`config.mk`:
```
export PLATFORM = sky130hd
export DESIGN_NAME = lsc_lane_status
export DESIGN_NICKNAME = d
export VERILOG_FILES = /design/src/hdl/lsc_pkg.sv /design/src/hdl/lsc_lane_status.sv /design/src/hdl/lsc_link_status.sv
export SDC_FILE = /design/constraint.sdc
export NUM_CORES = 1
export LEC_CHECK = 0
export ABC_AREA = 1
export BUFFER_PORTS_ARGS = -buffer_cell sky130_fd_sc_hd__buf_4
export CORE_UTILIZATION = 45
export DETAILED_ROUTE_END_ITERATION = 8
export GPL_TIMING_DRIVEN = 0
export PLACE_DENSITY = 0.75
export SLEW_MARGIN = 15
export SYNTH_ARGS = -nofsm -noshare
export SYNTH_HDL_FRONTEND = slang
export SYNTH_SLANG_ARGS = --single-unit
```
`constraint.sdc`:
```
create_clock -name aclk -period 4.3 [get_ports aclk]
set_clock_uncertainty 0.1 [all_clocks]
set_input_delay 0.86 -clock aclk [delete_from_list [all_inputs] [get_ports aclk]]
set_output_delay 0.86 -clock aclk [all_outputs]
set_load 0.01 [all_outputs]
```
`src/hdl/lsc_pkg.sv`:
```
package lsc_pkg;
	localparam int LSC_LANES = 8;
	localparam int LSC_LINKS = 2;
	localparam int LSC_ADDR_W = 14;
	localparam int LSC_IRQ_W = 2 * LSC_LINKS;
	// Register indices; byte address is four times the index
	localparam logic [11:0] LSC_IDX_LINK_PAGE = 12'h300;
	localparam logic [11:0] LSC_IDX_CHECKSUM = 12'h472;
	localparam logic [11:0] LSC_IDX_INIT_SYNC = 12'h473;
	localparam logic [11:0] LSC_IDX_IRQ_STATUS = 12'h480;
	localparam logic [11:0] LSC_IDX_IRQ_ENABLE = 12'h481;
	localparam logic [11:0] LSC_IDX_IRQ_CLEAR = 12'h482;
	// Field layout
	localparam int LSC_PAGE_POS = 0;
	localparam int LSC_EVT_SYNC_LOST = 0;
	localparam int LSC_EVT_CHK_BAD = 1;
	// Reset values
	localparam logic [7:0] LSC_STATUS_RST = 8'h00;
	localparam logic LSC_PAGE_RST = 1'h0;
	localparam logic [LSC_IRQ_W-1:0] LSC_IRQ_RST = 4'h0;
	// AXI responses
	localparam logic [1:0] LSC_RESP_OKAY = 2'h0;
	localparam logic [1:0] LSC_RESP_SLVERR = 2'h2;
endpackage : lsc_pkg

```
`src/hdl/lsc_lane_status.sv`:
```
// The implementer's own choice: register access over AXI4-Lite.
`timescale 1ns/1ps
// How it works
// Checksum bit per lane, bit equals lane
// Checksum bit 1 correct, 0 incorrect
// Sync bits per lane at 0x473
// Sync bit 1 achieved, 0 lost
// Link page at 0x300 selects shown link
// Checksum register 0x472 covers lanes 7-0
// Sync register covers lanes 7-0
// Status resets to zero, writes ignored
module lsc_lane_status
	import lsc_pkg::*;
(
	input wire logic aclk,
	input wire logic aresetn,
	input wire logic ce,
	input wire logic [LSC_LINKS*LSC_LANES-1:0] lane_checksum_ok,
	input wire logic [LSC_LINKS*LSC_LANES-1:0] lane_initial_synced,
	input wire logic [LSC_ADDR_W-1:0] s_axi_awaddr,
	input wire logic [2:0] s_axi_awprot,
	input wire logic s_axi_awvalid,
	output logic s_axi_awready,
	input wire logic [31:0] s_axi_wdata,
	input wire logic [3:0] s_axi_wstrb,
	input wire logic s_axi_wvalid,
	output logic s_axi_wready,
	output logic [1:0] s_axi_bresp,
	output logic s_axi_bvalid,
	input wire logic s_axi_bready,
	input wire logic [LSC_ADDR_W-1:0] s_axi_araddr,
	input wire logic [2:0] s_axi_arprot,
	input wire logic s_axi_arvalid,
	output logic s_axi_arready,
	output logic [31:0] s_axi_rdata,
	output logic [1:0] s_axi_rresp,
	output logic s_axi_rvalid,
	input wire logic s_axi_rready,
	output logic irq
);
	logic [LSC_LANES-1:0] chk_r [LSC_LINKS];
	logic [LSC_LANES-1:0] ils_r [LSC_LINKS];
	logic [LSC_IRQ_W-1:0] evt;
	logic link_page_r;
	logic [LSC_IRQ_W-1:0] irq_status_r;
	logic [LSC_IRQ_W-1:0] irq_status_nxt;
	logic [LSC_IRQ_W-1:0] irq_enable_r;
	logic [LSC_IRQ_W-1:0] irq_clear;
	logic aw_held_r;
	logic w_held_r;
	logic [11:0] waddr_idx_r;
	logic [31:0] wdata_r;
	logic wstrb0_r;
	logic do_write;
	logic wr_mapped;
	logic wr_fire;
	logic page_we;
	logic enable_we;
	logic clear_we;
	logic [11:0] rd_idx;
	logic [31:0] rdata_nxt;
	logic rd_mapped;

	// One status pair per link; the page only steers the read mux
	genvar gl;
	generate
		for (gl = 0; gl < LSC_LINKS; gl++) begin : g_link
			lsc_link_status u_link (
				.aclk(aclk),
				.aresetn(aresetn),
				.ce(ce),
				.checksum_ok_in(lane_checksum_ok[gl*LSC_LANES +: LSC_LANES]),
				.initial_synced_in(lane_initial_synced[gl*LSC_LANES +: LSC_LANES]),
				.checksum_ok_r(chk_r[gl]),
				.initial_synced_r(ils_r[gl]),
				.sync_lost_evt_r(evt[2*gl+LSC_EVT_SYNC_LOST]),
				.checksum_bad_evt_r(evt[2*gl+LSC_EVT_CHK_BAD])
			);
		end
	endgenerate

	// Write channel: address and data taken in either order
	assign do_write = aw_held_r && w_held_r && !s_axi_bvalid;
	// Only strobe bit 0 matters: every register fits in byte 0
	assign wr_fire = do_write && wstrb0_r;
	assign page_we = wr_fire && (waddr_idx_r == LSC_IDX_LINK_PAGE);
	assign enable_we = wr_fire && (waddr_idx_r == LSC_IDX_IRQ_ENABLE);
	assign clear_we = wr_fire && (waddr_idx_r == LSC_IDX_IRQ_CLEAR);

	// Status indices answer OKAY but have no write path
	always_comb begin
		case (waddr_idx_r)
			LSC_IDX_LINK_PAGE, LSC_IDX_CHECKSUM, LSC_IDX_INIT_SYNC: wr_mapped = 1'b1;
			LSC_IDX_IRQ_STATUS, LSC_IDX_IRQ_ENABLE, LSC_IDX_IRQ_CLEAR: wr_mapped = 1'b1;
			default: wr_mapped = 1'b0;
		endcase
	end

	// Ready stays low until the response is taken: one write at a time

	always_ff @(posedge aclk) begin
		if (!aresetn) begin
			aw_held_r <= 1'b0;
			s_axi_awready <= 1'b1;
			waddr_idx_r <= 12'h000;
		end else if (ce) begin
			if (s_axi_awvalid && s_axi_awready) begin
				aw_held_r <= 1'b1;
				s_axi_awready <= 1'b0;
				waddr_idx_r <= s_axi_awaddr[LSC_ADDR_W-1:2];
			end else if (do_write) begin
				aw_held_r <= 1'b0;
			end else if (s_axi_bvalid && s_axi_bready) begin
				s_axi_awready <= 1'b1;
			end
		end
	end

	always_ff @(posedge aclk) begin
		if (!aresetn) begin
			w_held_r <= 1'b0;
			s_axi_wready <= 1'b1;
			wdata_r <= 32'h00000000;
			wstrb0_r <= 1'b0;
		end else if (ce) begin
			if (s_axi_wvalid && s_axi_wready) begin
				w_held_r <= 1'b1;
				s_axi_wready <= 1'b0;
				wdata_r <= s_axi_wdata;
				wstrb0_r <= s_axi_wstrb[0];
			end else if (do_write) begin
				w_held_r <= 1'b0;
			end else if (s_axi_bvalid && s_axi_bready) begin
				s_axi_wready <= 1'b1;
			end
		end
	end

	// Unmapped index answers SLVERR and changes nothing

	always_ff @(posedge aclk) begin
		if (!aresetn) begin
			s_axi_bvalid <= 1'b0;
			s_axi_bresp <= LSC_RESP_OKAY;
		end else if (ce) begin
			if (do_write) begin
				s_axi_bvalid <= 1'b1;
				s_axi_bresp <= wr_mapped ? LSC_RESP_OKAY : LSC_RESP_SLVERR;
			end else if (s_axi_bvalid && s_axi_bready) begin
				s_axi_bvalid <= 1'b0;
			end
		end
	end

	// Software picks the link before reading lane status
	always_ff @(posedge aclk) begin
		if (!aresetn) begin
			link_page_r <= LSC_PAGE_RST;
		end else if (ce && page_we) begin
			link_page_r <= wdata_r[LSC_PAGE_POS];
		end
	end

	// Enable is plain read-write, same layout as status
	always_ff @(posedge aclk) begin
		if (!aresetn) begin
			irq_enable_r <= LSC_IRQ_RST;
		end else if (ce && enable_we) begin
			irq_enable_r <= wdata_r[LSC_IRQ_W-1:0];
		end
	end

	// Clear is write-one; a same-cycle event beats the clear
	assign irq_clear = clear_we ? wdata_r[LSC_IRQ_W-1:0] : LSC_IRQ_RST;
	assign irq_status_nxt = (irq_status_r & ~irq_clear) | evt;

	// Irq built from next status so it never lags the sticky bits

	always_ff @(posedge aclk) begin
		if (!aresetn) begin
			irq_status_r <= LSC_IRQ_RST;
			irq <= 1'b0;
		end else if (ce) begin
			irq_status_r <= irq_status_nxt;
			irq <= |(irq_status_nxt & irq_enable_r);
		end
	end

	// Read decode; status registers have no write path at all
	assign rd_idx = s_axi_araddr[LSC_ADDR_W-1:2];

	always_comb begin
		rdata_nxt = 32'h00000000;
		rd_mapped = 1'b1;
		case (rd_idx)
			LSC_IDX_LINK_PAGE: rdata_nxt[LSC_PAGE_POS] = link_page_r;
			LSC_IDX_CHECKSUM: rdata_nxt[LSC_LANES-1:0] = chk_r[link_page_r];
			LSC_IDX_INIT_SYNC: rdata_nxt[LSC_LANES-1:0] = ils_r[link_page_r];
			LSC_IDX_IRQ_STATUS: rdata_nxt[LSC_IRQ_W-1:0] = irq_status_r;
			LSC_IDX_IRQ_ENABLE: rdata_nxt[LSC_IRQ_W-1:0] = irq_enable_r;
			LSC_IDX_IRQ_CLEAR: rdata_nxt = 32'h00000000;
			default: rd_mapped = 1'b0;
		endcase
	end

	// Answer one cycle after the address is taken

	always_ff @(posedge aclk) begin
		if (!aresetn) begin
			s_axi_arready <= 1'b1;
			s_axi_rvalid <= 1'b0;
			s_axi_rdata <= 32'h00000000;
			s_axi_rresp <= LSC_RESP_OKAY;
		end else if (ce) begin
			if (s_axi_arvalid && s_axi_arready) begin
				s_axi_arready <= 1'b0;
				s_axi_rvalid <= 1'b1;
				s_axi_rdata <= rdata_nxt;
				s_axi_rresp <= rd_mapped ? LSC_RESP_OKAY : LSC_RESP_SLVERR;
			end else if (s_axi_rvalid && s_axi_rready) begin
				s_axi_rvalid <= 1'b0;
				s_axi_arready <= 1'b1;
			end
		end
	end
endmodule : lsc_lane_status

```
`src/hdl/lsc_link_status.sv`:
```
`timescale 1ns/1ps
module lsc_link_status
	import lsc_pkg::*;
(
	input wire logic aclk,
	input wire logic aresetn,
	input wire logic ce,
	input wire logic [LSC_LANES-1:0] checksum_ok_in,
	input wire logic [LSC_LANES-1:0] initial_synced_in,
	output logic [LSC_LANES-1:0] checksum_ok_r,
	output logic [LSC_LANES-1:0] initial_synced_r,
	output logic sync_lost_evt_r,
	output logic checksum_bad_evt_r
);
	logic [LSC_LANES-1:0] checksum_ok_nxt;
	logic [LSC_LANES-1:0] initial_synced_nxt;

	// Bit position equals lane number, 1 means good/achieved
	assign checksum_ok_nxt = checksum_ok_in;
	assign initial_synced_nxt = initial_synced_in;

	always_ff @(posedge aclk) begin
		if (!aresetn) begin
			checksum_ok_r <= LSC_STATUS_RST;
			initial_synced_r <= LSC_STATUS_RST;
		end else if (ce) begin
			checksum_ok_r <= checksum_ok_nxt;
			initial_synced_r <= initial_synced_nxt;
		end
	end

	// A lane dropping from good to bad is the event, not the level
	always_ff @(posedge aclk) begin
		if (!aresetn) begin
			sync_lost_evt_r <= 1'b0;
			checksum_bad_evt_r <= 1'b0;
		end else if (ce) begin
			sync_lost_evt_r <= |(initial_synced_r & ~initial_synced_nxt);
			checksum_bad_evt_r <= |(checksum_ok_r & ~checksum_ok_nxt);
		end
	end
endmodule : lsc_link_status

```
==> Word level (Yosys, flattened, before mapping) <==
Cells that the tools add are included.
{ "word_totals": {"ff_bits": 82, "inputBits": 110, "output_inout_bits": 42, "word_cells": 117} }
{ "classes": {"order_cmp": 1, "n_eq_ne": 14, "n_mux": 27, "bitwise_logic": 13, "n_reduce_logical": 37} }
{ "ops": {"columns": ["cell", "count"], "rows": [
  ["$eq 12x11->1 const B", 10],
  ["$mux 8", 6],
  ["$and 8x8->8", 4],
  ["$not 8->8", 4],
  ["$reduce_or 8->1", 4],
  ["$eq 12x10->1 const B", 2],
  ["$reduce_and 2->1", 8],
  ["$mux 1", 15],
  ["$logic_and 1x1->1", 13],
  ["$pmux 3 s4", 1],
  ["$reduce_bool 2->1", 6],
  ["$reduce_or 6->1", 2],
  ["$and 4x4->4", 2],
  ["$pmux 4 s2", 1],
  ["$reduce_and 3->1", 2],
  ["$pmux 1 s5", 1],
  ["$mux 2", 2],
  ["$mux 4", 1],
  ["$ne 2x1->1 const B", 2],
  ["$not 4->4", 1],
  ["$or 4x4->4", 1],
  ["$reduce_or 4->1", 1],
  ["$ge 2x2->1 const B", 1],
  ["$not 1->2", 1],
  ["$logic_not 1->1", 1]
]} }

==> Depth between registers and ports, before layout <==
{ "depth": {"word_depth": 10, "ltp_mapped": 11, "mapped_depth_nobuf": 11} }

==> Modules after synthesis <==
From an unflattened synthesis, not the netlist that was laid out.
{ "unflattened": {"hier_cells": 583, "area_unflattened_um2": 4063.9} }
{ "by_module_without_submodules": {"columns": ["mod", "instances", "cells_per_inst", "area_each_um2", "seq_area_each_um2"], "rows": [
  ["lsc_lane_status", 1, 367, 2549.9, 880.8],
  ["lsc_link_status", 2, 108, 757.0, 360.3]
]} }

==> Least setup slack after synthesis <==
No wires, ideal clock.
{ "synth_timing": {"kind": "input -> register", "start": "input ce", "end": "register s_axi_rdata[1]", "setup_ps": 117, "arrival_ps": 1671, "t_required_ps": 4083, "slack_ps": 2412, "path_stages": 7, "n_path_buf": 2, "cell_sequence": "clkbuf_8 nand3_1 inv_1 buf_2 nand3_1 nor2_1 nor2_1"} }
{ "synth_via": {"elab_chain_len": 1} }
{ "synth_lines": {"columns": ["element", "line_no", "text"], "rows": [
  ["start: declaration", "lsc_lane_status.sv:17", "input wire logic ce,"],
  ["$reduce_and 2->1 (no line)", null, null],
  ["end signal: assignment", "lsc_lane_status.sv:218", "s_axi_rdata <= rdata_nxt;"],
  ["end: declaration", "lsc_lane_status.sv:35", "output logic [31:0] s_axi_rdata,"]
]} }
Every way passes these cells.
A chain may end at the register's enable or synchronous reset.

==> Final worst setup path <==
{ "layout_timing": {"start": "input ce", "end": "register s_axi_rdata[3]"} }
The elaborated chain is that of the path after synthesis.

==> out/qor.csv <==
metric;value;unit
status;finished clean;
Total Die Area;9070;um2
flop2flop setup slack;2.67;ns
cts hold-fix bufs;0;
slowest CP cell;nand3_1;
global route overflow;0;
worst hold path startpoint;waddr_idx_r[8]$_SDFFE_PN0P_;
Worst Setup End Kind;register;
Die Y;95.2;um
Hold/Removal Path Class;register to register;
max_cap viols;0;
Via density;5.13;
Cell variety after synth;31;
Setup Viol. Count Final;0;
Syn Area/Cell;7.09;um2
Hold Slack;0.374;ns
Detailed Route WL;10.3;mm
period utilization;0.445;
Antenna Nets Post-Route;0;
detailed-route wire length per cell;13.2;um
reg2reg path depth;6;
critical-path cell list;clkbuf_8 -> nand3_1 -> inv_1 -> buf_2 -> nand3_1 -> nor2_1 -> nor2_1;
overall power;1620;uW
post-synth top area share;0.409;
Final Cell Area;4950;um2
dpl hpwl;7.94;mm
crit-path max cell delay;0.35;ns
initial core utilization;0.471;
Ant. Diodes;0;
CTS tree;built;
Synth Register Bits;80;
drt pass-1 iters;5;
total CTS buffers;9;
CP Launch Type;input port;
VDD IR max;0.188;mV
nets@finish;781;
number of vias in the routed layout;4004;
slew margin rel.;0.650;
RSZ-0062 raised after global routing;false;
final std cells w/o fill;780;
clock sink count;80;
crit-path max FO;10;
number of warnings issued by yosys;0;
Clock Latency Late Sink;0.35;ns
Hold Path End;waddr_idx_r[8]$_SDFFE_PN0P_;
leak pwr;0.00229;uW
register area share after synthesis;0.409;
Crit Reg-Reg Startpoint;s_axi_arready$_SDFFE_PN1P_;
worst hold path depth;2;
dpl cells;765;
area grow syn2layout;26.5;%
pin count of the biggest net entering global routing;13;
GRT Overall Usage;0.240;
Final Wtd Congestion;0.892;
Post-Synthesis Cells;552;
DR iter-0 viols;250;
Die Wd;95.2;um
post-cts sizing count;0;
top post-synthesis cells by area;dfxtp_1 (41%), o21ai_0 (11%), a21oi_1 (9.3%), inv_1 (7.5%), nand2_1 (6.2%);
r2r endpoint;s_axi_rdata[3]$_SDFFE_PN0P_;
Setup Buffers After CTS;0;
Worst-path clk slew;0.08;ns
first-pass GRT wire length;16.8;mm
Fmax;522;MHz
IO Count;152;
CTS Buffer Depth;2;
Setup TNS Final;0;ns
kind of critical path;input port to register;
Critical Path RT;4.45;ns
initial antenna violation count;0;
vias in the first global route;3620;
clk root buf;clkbuf_8;
Post-DP Area;4760;um2
htree depth;3;
final hold vios;0;
num rows;33;
DRC;0;
Port Buffer Count;83;
post-synthesis cell area;3910;um2
CORE AREA;8300;um2
Final Max Tran Viols;0;
final worst path period need;1.91;ns
crit path DAT;2.06;ns
layout cells sized above 1;0.213;
Worst-Margin Slew;0.526;ns
Synth area leader;dfxtp_1;
PD cells;328;nW/um2
how the worst max path moves through the flow:
stage / from / end / slack, ns / cells past startpoint
2_1_floorplan: ce / s_axi_rdata[1]$_SDFFE_PN0P_ / 2.41 / 7
3_3_place_gp: ce / s_axi_rdata[3]$_SDFFE_PN0P_ / 2.05 / 7
3_5_place_dp: ce / s_axi_rdata[3]$_SDFFE_PN0P_ / 2.04 / 7
4_1_cts: ce / s_axi_rdata[3]$_SDFFE_PN0P_ / 2.41 / 7
5_1_grt: ce / s_axi_rdata[3]$_SDFFE_PN0P_ / 2.28 / 7
6_report: ce / s_axi_rdata[3]$_SDFFE_PN0P_ / 2.39 / 7
area by class of cell:
cell class,instances,area [um2]
plain buffers,49,295
clock buffers,12,145
clock inverters,3,42.5
fillers,789,3350
inverters,84,315
multi-input cells,364,1790
flip-flops and latches,80,1600
well taps,105,131
repair buffers,83,623
per-layer routing:
layer,up-vias,GRT usage,wire [um]
met2,167,0.364,4690
li1,2016,-,-
met5,-,0,0
met1,1796,0.337,4600
met4,0,0.105,230
met3,25,0.0335,760
critical path, delay by kind of cell:
| kind | cells | cell delay [ns] |
|---|---|---|
| buf+inv | 3 | 0.59 |
| simple gates | 4 | 0.60 |
cell usage after synthesis:
| cell | instances |
|---|---|
| nor3_1 | 3 |
| a211oi_1 | 1 |
| nor2_4 | 3 |
| clkinv_1 | 1 |
| o21a_1 | 1 |
| nand4_1 | 3 |
| inv_2 | 5 |
| clkbuf_8 | 1 |
| buf_2 | 3 |
| o31ai_1 | 1 |
| nor4_1 | 5 |
| conb_1 | 1 |
| clkbuf_1 | 19 |
| inv_1 | 78 |
| nor2_2 | 4 |
| nand2_2 | 2 |
| a31oi_1 | 1 |
| o22ai_1 | 12 |
| dfxtp_1 | 80 |
| nand3_1 | 30 |
| nor3_2 | 1 |
| nand4_4 | 1 |
| a311o_1 | 1 |
| nand3b_1 | 1 |
| nand2_1 | 65 |
| o21ai_0 | 84 |
| nor3_4 | 2 |
| buf_4 | 26 |
| nor2_1 | 36 |
| a21oi_1 | 73 |
| o211ai_1 | 8 |
state kept, by name, summed over array words and instances, names as in the netlist:
| register | count |
|---|---|
| g_link.u_link.checksum_bad_evt_r | 2 |
| s_axi_arready | 1 |
| s_axi_bresp | 1 |
| link_page_r | 1 |
| s_axi_awready | 1 |
| irq_status_r | 4 |
| s_axi_bvalid | 1 |
| irq | 1 |
| s_axi_rvalid | 1 |
| s_axi_rdata | 8 |
| g_link.u_link.checksum_ok_r | 16 |
| g_link.u_link.sync_lost_evt_r | 2 |
| waddr_idx_r | 12 |
| s_axi_rresp | 1 |
| aw_held_r | 1 |
| wstrb0_r | 1 |
| wdata_r | 4 |
| s_axi_wready | 1 |
| irq_enable_r | 4 |
| g_link.u_link.initial_synced_r | 16 |
| w_held_r | 1 |
power breakdown:
| part | switching [uW] | internal [uW] |
|---|---|---|
| sequential | 27.3 | 789 |
| clock | 262 | 281 |
| combinational | 147 | 117 |
cells in the final DEF, fill, tap and decap left out, drive strengths merged:
cell type	synthesis	layout
buf	29	112
a21oi	73	73
nor4	5	5
o22ai	12	12
nand4	4	4
o211ai	8	8
a211oi	1	1
clkbuf	20	32
o21a	1	1
bufinv	0	1
clkinvlp	0	1
dfxtp	80	80
nand2	67	67
nor2	43	43
nand3	30	30
clkinv	1	2
nand3b	1	1
conb	1	26
nor3	6	6
a311o	1	1
a31oi	1	1
o21ai	84	84
inv	83	83
o31ai	1	1
cell families after synthesis:
group	synth area share
flops	0.409
buf+inv	0.156
compound gates	0.245
simple gates	0.188
other cells	0.000958
per-stage QoR:
stage | util | worst slack (ns)
2_1_floorplan | - | 2.41
6_report | 0.596 | 2.39
3_5_place_dp | 0.574 | 2.04
3_3_place_gp | 0.574 | 2.05
4_1_cts | 0.596 | 2.41
5_1_grt | 0.596 | 2.28
Note: power is estimated with default switching activity, not from simulation.
